[config.mk]
export PLATFORM = sky130hd
export DESIGN_NAME = scrq_top
export DESIGN_NICKNAME = d
export VERILOG_FILES = /design/src/logic/scrq_pkg.sv /design/src/logic/scrq_top.sv /design/src/logic/scrq_chan_ctrl.sv
export VERILOG_INCLUDE_DIRS = /design/src /design/src/logic
export SDC_FILE = /design/constraint.sdc
export NUM_CORES = 1
export LEC_CHECK = 0
export BUFFER_PORTS_ARGS = -buffer_cell sky130_fd_sc_hd__buf_2
export CORE_ASPECT_RATIO = 0.8
export CORE_MARGIN = 2
export CORE_UTILIZATION = 55
export DETAILED_ROUTE_END_ITERATION = 6
export GPL_ROUTABILITY_DRIVEN = 0
export GPL_TIMING_DRIVEN = 0
export PLACE_DENSITY = 0.91
export SYNTH_ARGS = -nofsm -noshare
export SYNTH_HDL_FRONTEND = slang
export SYNTH_HIERARCHICAL = 1
export SYNTH_SLANG_ARGS = --single-unit
[constraint.sdc]
create_clock -name clk -period 5.05 [get_ports clk]
set_clock_uncertainty 0.05 [all_clocks]
set_input_delay 0.505 -clock clk [delete_from_list [all_inputs] [get_ports clk]]
set_output_delay 0.505 -clock clk [all_outputs]
set_load 0.01 [all_outputs]
[src/logic/scrq_regs.svh]
// Purpose: Offsets, field positions, reset values and band figures for sync and requantizer control
// Assumes: 8-bit register data, 8-bit register addresses
// Notes:   Definitions only
`ifndef SCRQ_REGS_SVH
`define SCRQ_REGS_SVH

// ----------------------------------------------------------------
// Register offsets
// ----------------------------------------------------------------
`define SCRQ_ADDR_SYNC   8'h3A
`define SCRQ_ADDR_CTRL   8'h3C
`define SCRQ_ADDR_TUNE   8'h3E

// ----------------------------------------------------------------
// Writable-bit masks and reset values
// ----------------------------------------------------------------
`define SCRQ_SYNC_MASK   8'h03
`define SCRQ_CTRL_MASK   8'h1F
`define SCRQ_TUNE_MASK   8'h3F
`define SCRQ_SYNC_RESET  8'h00
`define SCRQ_CTRL_RESET  8'h00
`define SCRQ_TUNE_RESET  8'h1C

// ----------------------------------------------------------------
// Field positions
// ----------------------------------------------------------------
`define SCRQ_SYNC_MASTER_BIT 0
`define SCRQ_SYNC_DIV_BIT    1
`define SCRQ_CTRL_EN_BIT     0
`define SCRQ_CTRL_BW_LSB     1
`define SCRQ_CTRL_BW_MSB     3
`define SCRQ_CTRL_OVR_BIT    4

// ----------------------------------------------------------------
// Bandwidth codes, tuning limits and band spans (units of 0.5 %)
// ----------------------------------------------------------------
`define SCRQ_BW_CODE_22  3'h0
`define SCRQ_BW_CODE_33  3'h1
`define SCRQ_TW_MAX_22   6'h38
`define SCRQ_TW_MAX_33   6'h21
`define SCRQ_SPAN_22     8'h2C
`define SCRQ_SPAN_33     8'h42
`define SCRQ_NCHAN       4

`endif

[src/logic/scrq_pkg.sv]
// Purpose: Types shared by the sync and requantizer control block
// Assumes: Constants come from scrq_regs.svh
// Notes:   Types only
package scrq_pkg;

  // ----------------------------------------------------------------
  // Register access from the serial control port engine
  // ----------------------------------------------------------------
  typedef struct packed {
    logic       wr;
    logic       rd;
    logic [7:0] addr;
    logic [7:0] wdata;
  } scrq_reg_req_t;

  // ----------------------------------------------------------------
  // Per-channel requantizer state seen by the datapath
  // ----------------------------------------------------------------
  typedef struct packed {
    logic       active;   // Requantizer in use
    logic       bw33;     // 1 = 33 % band, 0 = 22 % band
    logic [5:0] tune;     // Tuning word after range limit
    logic [7:0] edge_lo;  // Lower band edge, 0.5 % steps
    logic [7:0] edge_hi;  // Upper band edge, 0.5 % steps
  } scrq_chan_stat_t;

endpackage

[src/logic/scrq_top.sv]
// Purpose: Sync control, requantizer control and tuning registers for four channels
// Assumes: Register accesses arrive decoded from the serial control port, one cycle each
// Notes:   Local registers read back from the lowest selected channel
//
// Function
// - Divider sync passes when both enables set
// - Master enable clear disables all sync
// - Override bit picks pin or register control
// - Local writes reach only selected channels
// - Bandwidth code 000 is 22%, 001 33%
// - Enable bit obeyed only under override
// - Six-bit tuning word, resets to 0x1C
// - 57 tuning words at 22%, 34 at 33%
// - Each tuning step moves band 0.5%
`timescale 1ns/1ps
`include "scrq_regs.svh"

module scrq_top
  import scrq_pkg::*;
(
  input  wire logic                   clk,
  input  wire logic                   rst,
  input  scrq_reg_req_t               reg_req,
  input  wire logic [3:0]             chan_select,
  input  wire logic                   sync_in,
  input  wire logic                   mode_pin,
  output logic      [7:0]             reg_rdata,
  output logic                        reg_rvalid,
  output logic                        divider_sync,
  output logic                        sync_powered,
  output scrq_chan_stat_t [3:0]       chan_stat
);

  // ----------------------------------------------------------------
  // Helpers
  // ----------------------------------------------------------------
  // Lowest selected channel, channel 0 when none selected
  function automatic logic [1:0] first_chan(input logic [3:0] sel);
    logic [1:0] idx;
    idx = 2'd0;
    for (int i = 3; i >= 0; i--) begin
      if (sel[i]) idx = 2'(i);
    end
    return idx;
  endfunction

  // ----------------------------------------------------------------
  // Address decode
  // ----------------------------------------------------------------
  wire hit_sync = reg_req.addr == `SCRQ_ADDR_SYNC;
  wire hit_ctrl = reg_req.addr == `SCRQ_ADDR_CTRL;
  wire hit_tune = reg_req.addr == `SCRQ_ADDR_TUNE;
  wire wr_sync  = reg_req.wr && hit_sync;
  wire wr_ctrl  = reg_req.wr && hit_ctrl;
  wire wr_tune  = reg_req.wr && hit_tune;

  logic [7:0] sync_reg;
  logic [7:0] rdata_reg;
  logic [7:0] rdata_next;
  logic       rvalid_reg;
  logic       dsync_reg;
  logic [7:0] ctrl_q [`SCRQ_NCHAN];
  logic [7:0] tune_q [`SCRQ_NCHAN];

  wire master_en = sync_reg[`SCRQ_SYNC_MASTER_BIT];
  wire div_en    = sync_reg[`SCRQ_SYNC_DIV_BIT];
  wire [1:0] rd_ch = first_chan(chan_select);

  // ----------------------------------------------------------------
  // Per-channel local registers
  // ----------------------------------------------------------------
  // Unselected channels see no strobe and keep their settings
  for (genvar c = 0; c < `SCRQ_NCHAN; c++) begin : g_chan
    scrq_chan_ctrl u_chan (
      .clk      (clk),
      .rst      (rst),
      .wr_ctrl  (wr_ctrl && chan_select[c]),
      .wr_tune  (wr_tune && chan_select[c]),
      .wdata    (reg_req.wdata),
      .mode_pin (mode_pin),
      .ctrl_q   (ctrl_q[c]),
      .tune_q   (tune_q[c]),
      .stat     (chan_stat[c])
    );
  end

  // ----------------------------------------------------------------
  // Read mux; unmapped offsets read zero
  // ----------------------------------------------------------------
  always_comb begin
    if (hit_sync) begin
      rdata_next = sync_reg;
    end else if (hit_ctrl) begin
      rdata_next = ctrl_q[rd_ch];
    end else if (hit_tune) begin
      rdata_next = tune_q[rd_ch];
    end else begin
      rdata_next = 8'h00;
    end
  end

  // ----------------------------------------------------------------
  // Global sync register and read path
  // ----------------------------------------------------------------
  always_ff @(posedge clk) begin
    if (rst) begin
      sync_reg   <= `SCRQ_SYNC_RESET;
      rdata_reg  <= 8'h00;
      rvalid_reg <= 1'b0;
    end else begin
      if (wr_sync) sync_reg <= reg_req.wdata & `SCRQ_SYNC_MASK;
      rvalid_reg <= reg_req.rd;
      if (reg_req.rd) rdata_reg <= rdata_next;
    end
  end

  // ----------------------------------------------------------------
  // Sync gate to the clock divider
  // ----------------------------------------------------------------
  // Gate both enables so a stray divider bit cannot sync with master off
  always_ff @(posedge clk) begin
    if (rst) begin
      dsync_reg <= 1'b0;
    end else begin
      dsync_reg <= sync_in && master_en && div_en;
    end
  end

  assign divider_sync = dsync_reg;
  assign sync_powered = master_en;
  assign reg_rdata    = rdata_reg;
  assign reg_rvalid   = rvalid_reg;

  // ----------------------------------------------------------------
  // Checks
  // ----------------------------------------------------------------
  sync_gate_a: assert property (@(posedge clk) disable iff (rst)
    (sync_in && master_en && div_en) |=> divider_sync)
    else $error("sync pulse not passed");
  master_off_a: assert property (@(posedge clk) disable iff (rst)
    !master_en [*2] |-> !divider_sync && !sync_powered)
    else $error("sync active with master off");
  local_sel_a: assert property (@(posedge clk) disable iff (rst)
    (wr_ctrl && !chan_select[0]) |=> ctrl_q[0] == $past(ctrl_q[0]))
    else $error("unselected channel changed");
  local_wr_a: assert property (@(posedge clk) disable iff (rst)
    (wr_tune && chan_select[1]) |=> tune_q[1] == ($past(reg_req.wdata) & `SCRQ_TUNE_MASK))
    else $error("selected channel not written");
  bw_decode_a: assert property (@(posedge clk) disable iff (rst)
    ctrl_q[0][`SCRQ_CTRL_BW_MSB:`SCRQ_CTRL_BW_LSB] == `SCRQ_BW_CODE_33 |=> chan_stat[0].bw33)
    else $error("33 percent code not decoded");
  tune_reset_a: assert property (@(posedge clk)
    $past(rst) |-> tune_q[2] == `SCRQ_TUNE_RESET)
    else $error("tuning word reset wrong");
  reserved_rd_a: assert property (@(posedge clk) disable iff (rst)
    (reg_req.rd && hit_sync) |=> reg_rvalid && reg_rdata[7:2] == 6'h00)
    else $error("reserved sync bits read nonzero");
  unmapped_rd_a: assert property (@(posedge clk) disable iff (rst)
    (reg_req.rd && !hit_sync && !hit_ctrl && !hit_tune) |=> reg_rdata == 8'h00)
    else $error("unmapped read nonzero");
  ctrl_rd_a: assert property (@(posedge clk) disable iff (rst)
    (reg_req.rd && hit_ctrl) |=> reg_rvalid && reg_rdata[7:5] == 3'h0)
    else $error("reserved control bits read nonzero");
  tune_rd_a: assert property (@(posedge clk) disable iff (rst)
    (reg_req.rd && hit_tune) |=> reg_rvalid && reg_rdata[7:6] == 2'h0)
    else $error("reserved tuning bits read nonzero");
  sync_store_a: assert property (@(posedge clk) disable iff (rst)
    wr_sync |=> sync_reg == ($past(reg_req.wdata) & `SCRQ_SYNC_MASK))
    else $error("sync register write wrong");
  tune_back_a: assert property (@(posedge clk) disable iff (rst)
    (reg_req.rd && hit_tune) |=> reg_rdata == $past(tune_q[rd_ch]))
    else $error("tuning word read back wrong");

  // Each gate input alone must block the pulse; a stuck input shows up here
  div_off_a: assert property (@(posedge clk) disable iff (rst)
    !div_en |=> !divider_sync)
    else $error("sync passed with divider enable off");
  master_gate_a: assert property (@(posedge clk) disable iff (rst)
    !master_en |=> !divider_sync)
    else $error("sync passed with master enable off");
  no_pulse_a: assert property (@(posedge clk) disable iff (rst)
    !sync_in |=> !divider_sync)
    else $error("divider sync without input pulse");

  // ----------------------------------------------------------------
  // Per-channel checks
  // ----------------------------------------------------------------
  // One block per channel so a fault in any lane is caught, not only in lane 0
  for (genvar c = 0; c < `SCRQ_NCHAN; c++) begin : g_chk
    chan_keep_a: assert property (@(posedge clk) disable iff (rst)
      ((wr_ctrl || wr_tune) && !chan_select[c])
        |=> ctrl_q[c] == $past(ctrl_q[c]) && tune_q[c] == $past(tune_q[c]))
      else $error("unselected channel register changed");
    chan_take_a: assert property (@(posedge clk) disable iff (rst)
      (wr_ctrl && chan_select[c]) |=> ctrl_q[c] == ($past(reg_req.wdata) & `SCRQ_CTRL_MASK))
      else $error("selected channel control not written");
    chan_reset_a: assert property (@(posedge clk)
      $past(rst) |-> tune_q[c] == `SCRQ_TUNE_RESET && ctrl_q[c] == `SCRQ_CTRL_RESET)
      else $error("channel register reset wrong");
    // Wide band only for code 001; the plain 22 % code must never select it
    chan_bw_a: assert property (@(posedge clk) disable iff (rst)
      (ctrl_q[c][`SCRQ_CTRL_BW_MSB:`SCRQ_CTRL_BW_LSB] == `SCRQ_BW_CODE_33) |=> chan_stat[c].bw33)
      else $error("wide band code not decoded");
    chan_narrow_a: assert property (@(posedge clk) disable iff (rst)
      (ctrl_q[c][`SCRQ_CTRL_BW_MSB:`SCRQ_CTRL_BW_LSB] == `SCRQ_BW_CODE_22) |=> !chan_stat[c].bw33)
      else $error("narrow band code not decoded");
    chan_clamp_a: assert property (@(posedge clk) disable iff (rst)
      (!chan_stat[c].bw33 && chan_stat[c].tune > `SCRQ_TW_MAX_22) |-> 1'b0)
      else $error("narrow band tuning word past limit");
    // Active source follows the override bit of the same channel
    chan_pin_a: assert property (@(posedge clk) disable iff (rst)
      !ctrl_q[c][`SCRQ_CTRL_OVR_BIT] |=> chan_stat[c].active == $past(mode_pin))
      else $error("channel active does not follow mode pin");
    chan_reg_a: assert property (@(posedge clk) disable iff (rst)
      ctrl_q[c][`SCRQ_CTRL_OVR_BIT] |=> chan_stat[c].active == $past(ctrl_q[c][`SCRQ_CTRL_EN_BIT]))
      else $error("channel active does not follow enable bit");
    chan_edge_a: assert property (@(posedge clk) disable iff (rst)
      chan_stat[c].edge_lo == {2'b00, chan_stat[c].tune})
      else $error("lower band edge not on tuning step");
  end

endmodule

[src/logic/scrq_chan_ctrl.sv]
// Purpose: One channel's requantizer control and tuning registers with decoded band
// Assumes: Write strobes already qualified by channel selection
// Notes:   Status outputs are registered
`timescale 1ns/1ps
`include "scrq_regs.svh"

module scrq_chan_ctrl
  import scrq_pkg::*;
(
  input  wire logic            clk,
  input  wire logic            rst,
  input  wire logic            wr_ctrl,
  input  wire logic            wr_tune,
  input  wire logic [7:0]      wdata,
  input  wire logic            mode_pin,
  output logic      [7:0]      ctrl_q,
  output logic      [7:0]      tune_q,
  output scrq_chan_stat_t      stat
);

  logic [7:0]      ctrl_reg;
  logic [7:0]      tune_reg;
  scrq_chan_stat_t stat_reg;
  scrq_chan_stat_t stat_next;

  // ----------------------------------------------------------------
  // Decode
  // ----------------------------------------------------------------
  // Only code 001 picks the wide band; other codes fall back to 22 %
  wire       bw33_w   = ctrl_reg[`SCRQ_CTRL_BW_MSB:`SCRQ_CTRL_BW_LSB] == `SCRQ_BW_CODE_33;
  wire [5:0] tw_max_w = bw33_w ? `SCRQ_TW_MAX_33 : `SCRQ_TW_MAX_22;
  wire [5:0] tw_w     = (tune_reg[5:0] > tw_max_w) ? tw_max_w : tune_reg[5:0];
  wire [7:0] span_w   = bw33_w ? `SCRQ_SPAN_33 : `SCRQ_SPAN_22;
  // Register enable counts only while the pin is overridden
  wire       act_w    = ctrl_reg[`SCRQ_CTRL_OVR_BIT] ? ctrl_reg[`SCRQ_CTRL_EN_BIT] : mode_pin;

  always_comb begin
    stat_next.active  = act_w;
    stat_next.bw33    = bw33_w;
    stat_next.tune    = tw_w;
    stat_next.edge_lo = {2'b00, tw_w};
    stat_next.edge_hi = {2'b00, tw_w} + span_w;
  end

  // ----------------------------------------------------------------
  // Registers; reserved bits never stored
  // ----------------------------------------------------------------
  always_ff @(posedge clk) begin
    if (rst) begin
      ctrl_reg <= `SCRQ_CTRL_RESET;
      tune_reg <= `SCRQ_TUNE_RESET;
      stat_reg <= '0;
    end else begin
      if (wr_ctrl) ctrl_reg <= wdata & `SCRQ_CTRL_MASK;
      if (wr_tune) tune_reg <= wdata & `SCRQ_TUNE_MASK;
      stat_reg <= stat_next;
    end
  end

  assign ctrl_q = ctrl_reg;
  assign tune_q = tune_reg;
  assign stat   = stat_reg;

  // ----------------------------------------------------------------
  // Checks
  // ----------------------------------------------------------------
  // Status holds its reset image for one cycle after release, so skip that cycle
  pin_select_a: assert property (@(posedge clk) disable iff (rst)
    !$past(rst) && !$past(ctrl_reg[`SCRQ_CTRL_OVR_BIT]) |-> stat.active == $past(mode_pin))
    else $error("active does not follow mode pin");
  reg_enable_a: assert property (@(posedge clk) disable iff (rst)
    !$past(rst) && $past(ctrl_reg[`SCRQ_CTRL_OVR_BIT]) |-> stat.active == $past(ctrl_reg[`SCRQ_CTRL_EN_BIT]))
    else $error("active does not follow enable bit");
  tune_range_a: assert property (@(posedge clk) disable iff (rst)
    stat.tune <= (stat.bw33 ? `SCRQ_TW_MAX_33 : `SCRQ_TW_MAX_22))
    else $error("tuning word out of range");
  band_span_a: assert property (@(posedge clk) disable iff (rst)
    !$past(rst) |-> stat.edge_hi - stat.edge_lo == (stat.bw33 ? `SCRQ_SPAN_33 : `SCRQ_SPAN_22))
    else $error("band span wrong");

endmodule

==> qor.yml, run 1 <==
clock_network:
  number_of_setup_buffers_added_after_cts: 0
  tritoncts_clock_tree: "done"
  clk_root_buffer_cell: "clkbuf_16"
  ctsHoldBuffers: 0
  insertion_delay_ps: 410
  cts.reportedPaths.clkPinSlew_ps: 60
  post_cts_resized: 0
  cts_buffer_depth: 2
  clock_sinks: 116
  numCtsBuffers: 17
  clock_tree.htree_level_count: 4
worst_setup_path:
  start_kind: "flop"
  regToRegEndpoint: "g_chan[2].u_chan/stat[6]$_SDFF_PP0_"
  worstSetupEndpointType: "flop"
  timing.reg2reg.setup_slack_ps: 2550
  arrival_time_worst_endpoint_ps: 2770
  crit_fanout: 8
  ff2ff_path_depth: 10
  setup.worst_path.class: "reg2reg"
  cp-endpoint: "g_chan[2].u_chan/stat[6]$_SDFF_PP0_"
  worst_setup_path_startpoint: "g_chan[2].u_chan/ctrl_q[3]$_SDFFE_PP0P_"
  crit-reg2reg-launch: "g_chan[2].u_chan/ctrl_q[3]$_SDFFE_PP0P_"
  crit_required_ps: 5320
synthesis:
  synth_seq_area_share: 0.391
  synth_enable_flop_cells: 0
  synth_area_sq_um: 5940
  synth.ff_latch_count: 116
  postSynthAreaPerCell_sq_um: 9.23
  netlist_instances: 644
  synth_ff_type: "dfxtp_1"
  number_of_library_cell_types_mapped_by_synthesis: 67
  async_flop_share: 0
  yosys_warning_total: 6
sta:
  number_of_endpoints_with_negative_hold_slack_in_the_final_report: 0
  tightest_slew_ps: 737
  max-slew-margin-rel: 0.502
  timing.setup.tns_ps: 0
  timing.hold.ws_ps: 319
  timing_max_transition_violations_final: 0
  finalSetupViolations: 0
  min_period_over_period: 0.494
  grt_setup_unrepaired: "no"
  timing.fmax_mhz: 401
  period_needed_ps: 2500
placed_design:
  numPortBuffers: 119
  placed_cell_areas_sq_um: 6810
  dp_hpwl_um: 10600
pwr:
  power.total_mw: 2.33
  worst_ir_drop_vdd_mv: 0.289
  cellPowerDensity_nw_per_um2: 313
  total_leakage_power_nw: 3.28
global_route:
  grt_pass1_vias: 5019
  pin_count_of_the_biggest_net_entering_global_routing: 17
  grt_first_pass_wirelength_um: 24300
  grt_usage: 0.262
  grt.overflow.total: 0
  antenna_found_initial: 1
run_status:
  run_status: "complete, no violations"
floorplanning:
  die_h_um: 97.0
  floorplan.io_pins: 133
  core_region_area_sq_um: 10400
  die-area_sq_um: 11700
  initial_utilization: 0.571
  die_width_um: 120
  num_rows: 33
layout:
  fillerInstances: 774
  flow.area_growth_from_synthesis_pct: 24.8
  layout.cells.most_common: "buf_2"
  flip_flop_count_of_the_largest_register_all_copies_and_words_added: 60
  nets: 852
  antenna-diode-count: 0
  finalInstanceArea_sq_um: 7420
  layout.cells.most_common_list: "125 x buf_2, 116 x dfxtp_1, 73 x nor2_1, 56 x buf_4, 39 x mux2i_1"
  share_of_post_route_cells_with_drive_strength_above_1: 0.298
routing:
  first_pass_iters: 5
  routed_wl_um: 15100
  wire_per_inst_um: 15.7
  initialDrtViolationCount: 341
  route.antenna.remaining_nets: 0
  viasPerCell: 5.43
  vias: 5204
  route.detailed.drc: 0
flow_run:
  maxCapViolations: 0
min_path:
  min_path_type: "in2reg"
==> stage by stage <==
stage / std cells / utilization / setup WS, ps
after detailed placement: 927 / 0.654 / 2290
after floorplan: 668 / - / 2830
final: 959 / 0.713 / 2550
after CTS: 959 / 0.713 / 2540
after global placement: 927 / 0.654 / 2360
after global routing: 959 / 0.713 / 2370
==> routing by layer <==
| layer | up-vias | global-route usage | wire (um) |
|---|---|---|---|
| li1 | 2478 | - | - |
| met1 | 2403 | 0.346 | 6390 |
| met2 | 281 | 0.393 | 6680 |
| met3 | 40 | 0.0908 | 1600 |
| met4 | 2 | 0.104 | 386 |
| met5 | - | 0 | 8 |
==> how the worst min path moves through the flow <==
stage,startpoint,slack [ps],to,cells after the start
final,sync_in,320,divider_sync$_SDFF_PP0_,2
after global placement,reg_rdata[6]$_SDFFE_PP0P_,390,reg_rdata[6]$_SDFFE_PP0P_,2
after floorplan,g_chan[0].u_chan/tune_q[2]$_SDFFE_PP1P_,420,g_chan[0].u_chan/stat[10]$_SDFF_PP0_,1
after CTS,sync_in,320,divider_sync$_SDFF_PP0_,2
after global routing,sync_in,320,divider_sync$_SDFF_PP0_,2
after detailed placement,reg_rdata[0]$_SDFFE_PP0P_,400,reg_rdata[0]$_SDFFE_PP0P_,2
==> synthesized netlist by cell type, types with 5 or more instances <==
library cell / count / area share
a211o_1: 12 / 0.018
nand3_1: 10 / 0.0084
o31ai_1: 5 / 0.0063
dfxtp_1: 116 / 0.39
mux2i_1: 39 / 0.066
xor2_1: 7 / 0.010
buf_6: 6 / 0.011
ha_1: 16 / 0.034
buf_2: 6 / 0.0051
nand2_1: 23 / 0.015
mux2_2: 5 / 0.0095
nor2_1: 73 / 0.046
clkbuf_1: 28 / 0.018
nand4bb_1: 6 / 0.011
inv_1: 24 / 0.015
o21ai_0: 9 / 0.0076
buf_4: 56 / 0.071
o211ai_1: 16 / 0.020
nor2b_1: 23 / 0.024
and2_1: 16 / 0.017
a21oi_1: 31 / 0.026
nor3_1: 11 / 0.0093
xnor2_1: 5 / 0.0074
and3_1: 7 / 0.0074
a21o_1: 5 / 0.0063
==> final cells by class <==
class	instances	area, sq um	area share
clock buffers	18	439	0.0592
well taps	140	175	0.0236
flip-flops and latches	116	2320	0.313
multi-input cells	427	2970	0.401
plain buffers	99	638	0.0860
repair buffers	119	596	0.0803
clock inverters	14	176	0.0238
inverters	26	100	0.0135
==> kinds of logic after synthesis <==
logic type      synth area share
flops                      0.391
other cells              0.00253
mux                       0.0827
compound gates             0.158
simple gates               0.177
fa+ha+maj                 0.0471
xor+xnor                  0.0177
buf+inv                    0.124
==> worst max-delay path: stages, from the launching register on <==
cell and delay [ps]:
dfxtp_1 390, nor2_1 90, nand2_4 140, inv_4 70, a21o_1 170, a21boi_1 280, ha_1 290, and4b_4 200
a221oi_2 340, o31ai_2 120, a221oi_2 260
==> report_power, final <==
part | switching (mW) | leakage (nW) | internal [mW]
logic | 0.0895 | 2.05 | 0.0652
clock network | 0.446 | 0.286 | 0.793
registers | 0.00430 | 0.944 | 0.927
(Power assumes the default switching activity.)
==> run 2, diff against run 1 <==
Clock period 5.05 ns to 2.45 ns, I/O delays scaled along.
==> run 2 against run 1 <==
First-iteration DRC count rose by 5.3%. Hold slack got worse by 260 ps. Largest cell class unchanged. Cell count rose by 0.10%. Sequential power rose by 110%. Routed wire length rose by 0.66%. Combinational power rose by 110%. Critical endpoint is now g_chan[1].u_chan/stat[6]$_SDFF_PP0_.
==> qor.yml, run 2 (same netlist as run 1, synthesis figures left out) <==
run_status:
  run_status: "complete, no violations"
worst_setup_path:
  worstSetupEndpointType: "flop"
  crit_required_ps: 2740
  arrival_time_worst_endpoint_ps: 2630
  setup.worst_path.class: "reg2reg"
  chain_of_cells_forming_the_critical_path: "clkbuf_2, nand4bb_1, and2_1, ha_1, a21oi_1, o21ai_4, a41o_1, a211oi_2"
  crit_path_max_incr_delay_ps: 410
  crit_fanout: 9
  slowest_stage: "dfxtp_1"
  critical_path_buf_inv_count: 1
  critPathTopFamily: "compound AO/OA/AOI/OAI gates"
  start_kind: "flop"
global_route:
  grt.overflow.total: 0
  grt_usage: 0.263
  antenna_found_initial: 1
  grt_first_pass_wirelength_um: 24400
  grt_pass1_vias: 5036
  pin_count_of_the_biggest_net_entering_global_routing: 17
layout:
  share_of_post_route_cells_with_drive_strength_above_1: 0.306
  flow.area_growth_from_synthesis_pct: 25.7
  flip_flop_count_of_the_largest_register_all_copies_and_words_added: 60
  nets: 853
  core_util_final: 0.718
  antenna-diode-count: 0
  finalInstanceArea_sq_um: 7470
  layout.cells.most_common_list: "124 x buf_2, 116 x dfxtp_1, 72 x nor2_1, 58 x buf_4, 39 x mux2i_1"
  layout.cells.most_common: "buf_2"
clock_network:
  clock_sinks: 116
  numCtsBuffers: 17
  clock_tree.htree_level_count: 4
  clk_root_buffer_cell: "clkbuf_16"
  insertion_delay_ps: 410
  cts.reportedPaths.clkPinSlew_ps: 60
  tritoncts_clock_tree: "done"
  cts_buffer_depth: 2
  ctsHoldBuffers: 0
floorplanning:
  die-area_sq_um: 11700
  die_width_um: 120
  die_h_um: 97.0
  num_rows: 33
  floorplan.io_pins: 133
  core_region_area_sq_um: 10400
  initial_utilization: 0.571
placed_design:
  dp_hpwl_um: 10600
  placed_cell_areas_sq_um: 6810
  numPortBuffers: 119
sta:
  timing.hold.ws_ps: 57.6
  timing.fmax_mhz: 426
  number_of_endpoints_with_negative_hold_slack_in_the_final_report: 0
  timing_max_transition_violations_final: 0
  finalSetupViolations: 0
  tightest_slew_ps: 707
  period_needed_ps: 2350
  max-slew-margin-rel: 0.522
  min_period_over_period: 0.957
routing:
  routed_wl_um: 15200
  first_pass_iters: 6
  route.detailed.drc: 0
  viasPerCell: 5.43
  vias: 5216
  route.antenna.remaining_nets: 0
  initialDrtViolationCount: 359
  wire_per_inst_um: 15.8
flow_run:
  maxCapViolations: 0
pwr:
  worst_ir_drop_vdd_mv: 0.596
  total_leakage_power_nw: 3.28
  cellPowerDensity_nw_per_um2: 641
  power.total_mw: 4.79
min_path:
  min_path_type: "in2reg"
run 2: stage by stage:
| step | worst slack (ps) | std cells | TNS (ps) |
|---|---|---|---|
| after floorplan | 228 | 668 | 0 |
| after global placement | -4.08 | 927 | -4.08 |
| after detailed placement | -50.5 | 927 | -520 |
| after CTS | 22.4 | 959 | 0 |
| after global routing | -14.5 | 960 | -14.5 |
| final | 104 | 960 | 0 |
run 2: power breakdown:
part	switching [mW]	internal, mW	leakage (nW)
clock network	0.918	1.64	0.286
logic	0.185	0.134	2.05
registers	0.00888	1.91	0.944
run 2: path summary, 6_finish.rpt:
| check | start | to | slack [ps] | cells past startpoint |
|---|---|---|---|---|
| max | g_chan[1].u_chan/tune_q[5]$_SDFFE_PP0P_ | g_chan[1].u_chan/stat[6]$_SDFF_PP0_ | 100 | 8 |
| min reg2reg | reg_rdata[0]$_SDFFE_PP0P_ | reg_rdata[0]$_SDFFE_PP0P_ | 410 | 2 |
| min | sync_in | divider_sync$_SDFF_PP0_ | 60 | 2 |
| max reg2reg | g_chan[1].u_chan/tune_q[5]$_SDFFE_PP0P_ | g_chan[1].u_chan/stat[6]$_SDFF_PP0_ | 100 | 8 |
run 2: what timing repair did:
item                                   CTS  global route
endpoints found under the hold margin    0             0
pin swaps                                0             1
gates resized for setup                  2             8
gates cloned                             0             0
buffers inserted                         0             1
setup endpoints to repair                1             7
run 2: cell type report:
cell class / count / area (sq um)
multi-input combinational: 427 / 3010
fill: 766 / 2930
sequential: 116 / 2320
buffer: 99 / 641
timing repair buffer: 120 / 603
clock buffer: 18 / 439
clock inverter: 14 / 176
tap: 140 / 175
inverter: 26 / 104
run 2: worst reg2reg max path, cell delays in order (launching register included):
cell and delay, ps:
dfxtp_1 410, clkbuf_2 250, nand4bb_1 190, and2_1 220
ha_1 330, a21oi_1 250, o21ai_4 100, a41o_1 260
a211oi_2 210
run 2: layer usage:
metal	wire length, um	vias to the layer above	global-route usage
met3	1660	32	0.0908
met5	13	-	0
met4	320	2	0.104
met2	6820	286	0.395
li1	-	2481	-
met1	6350	2415	0.346
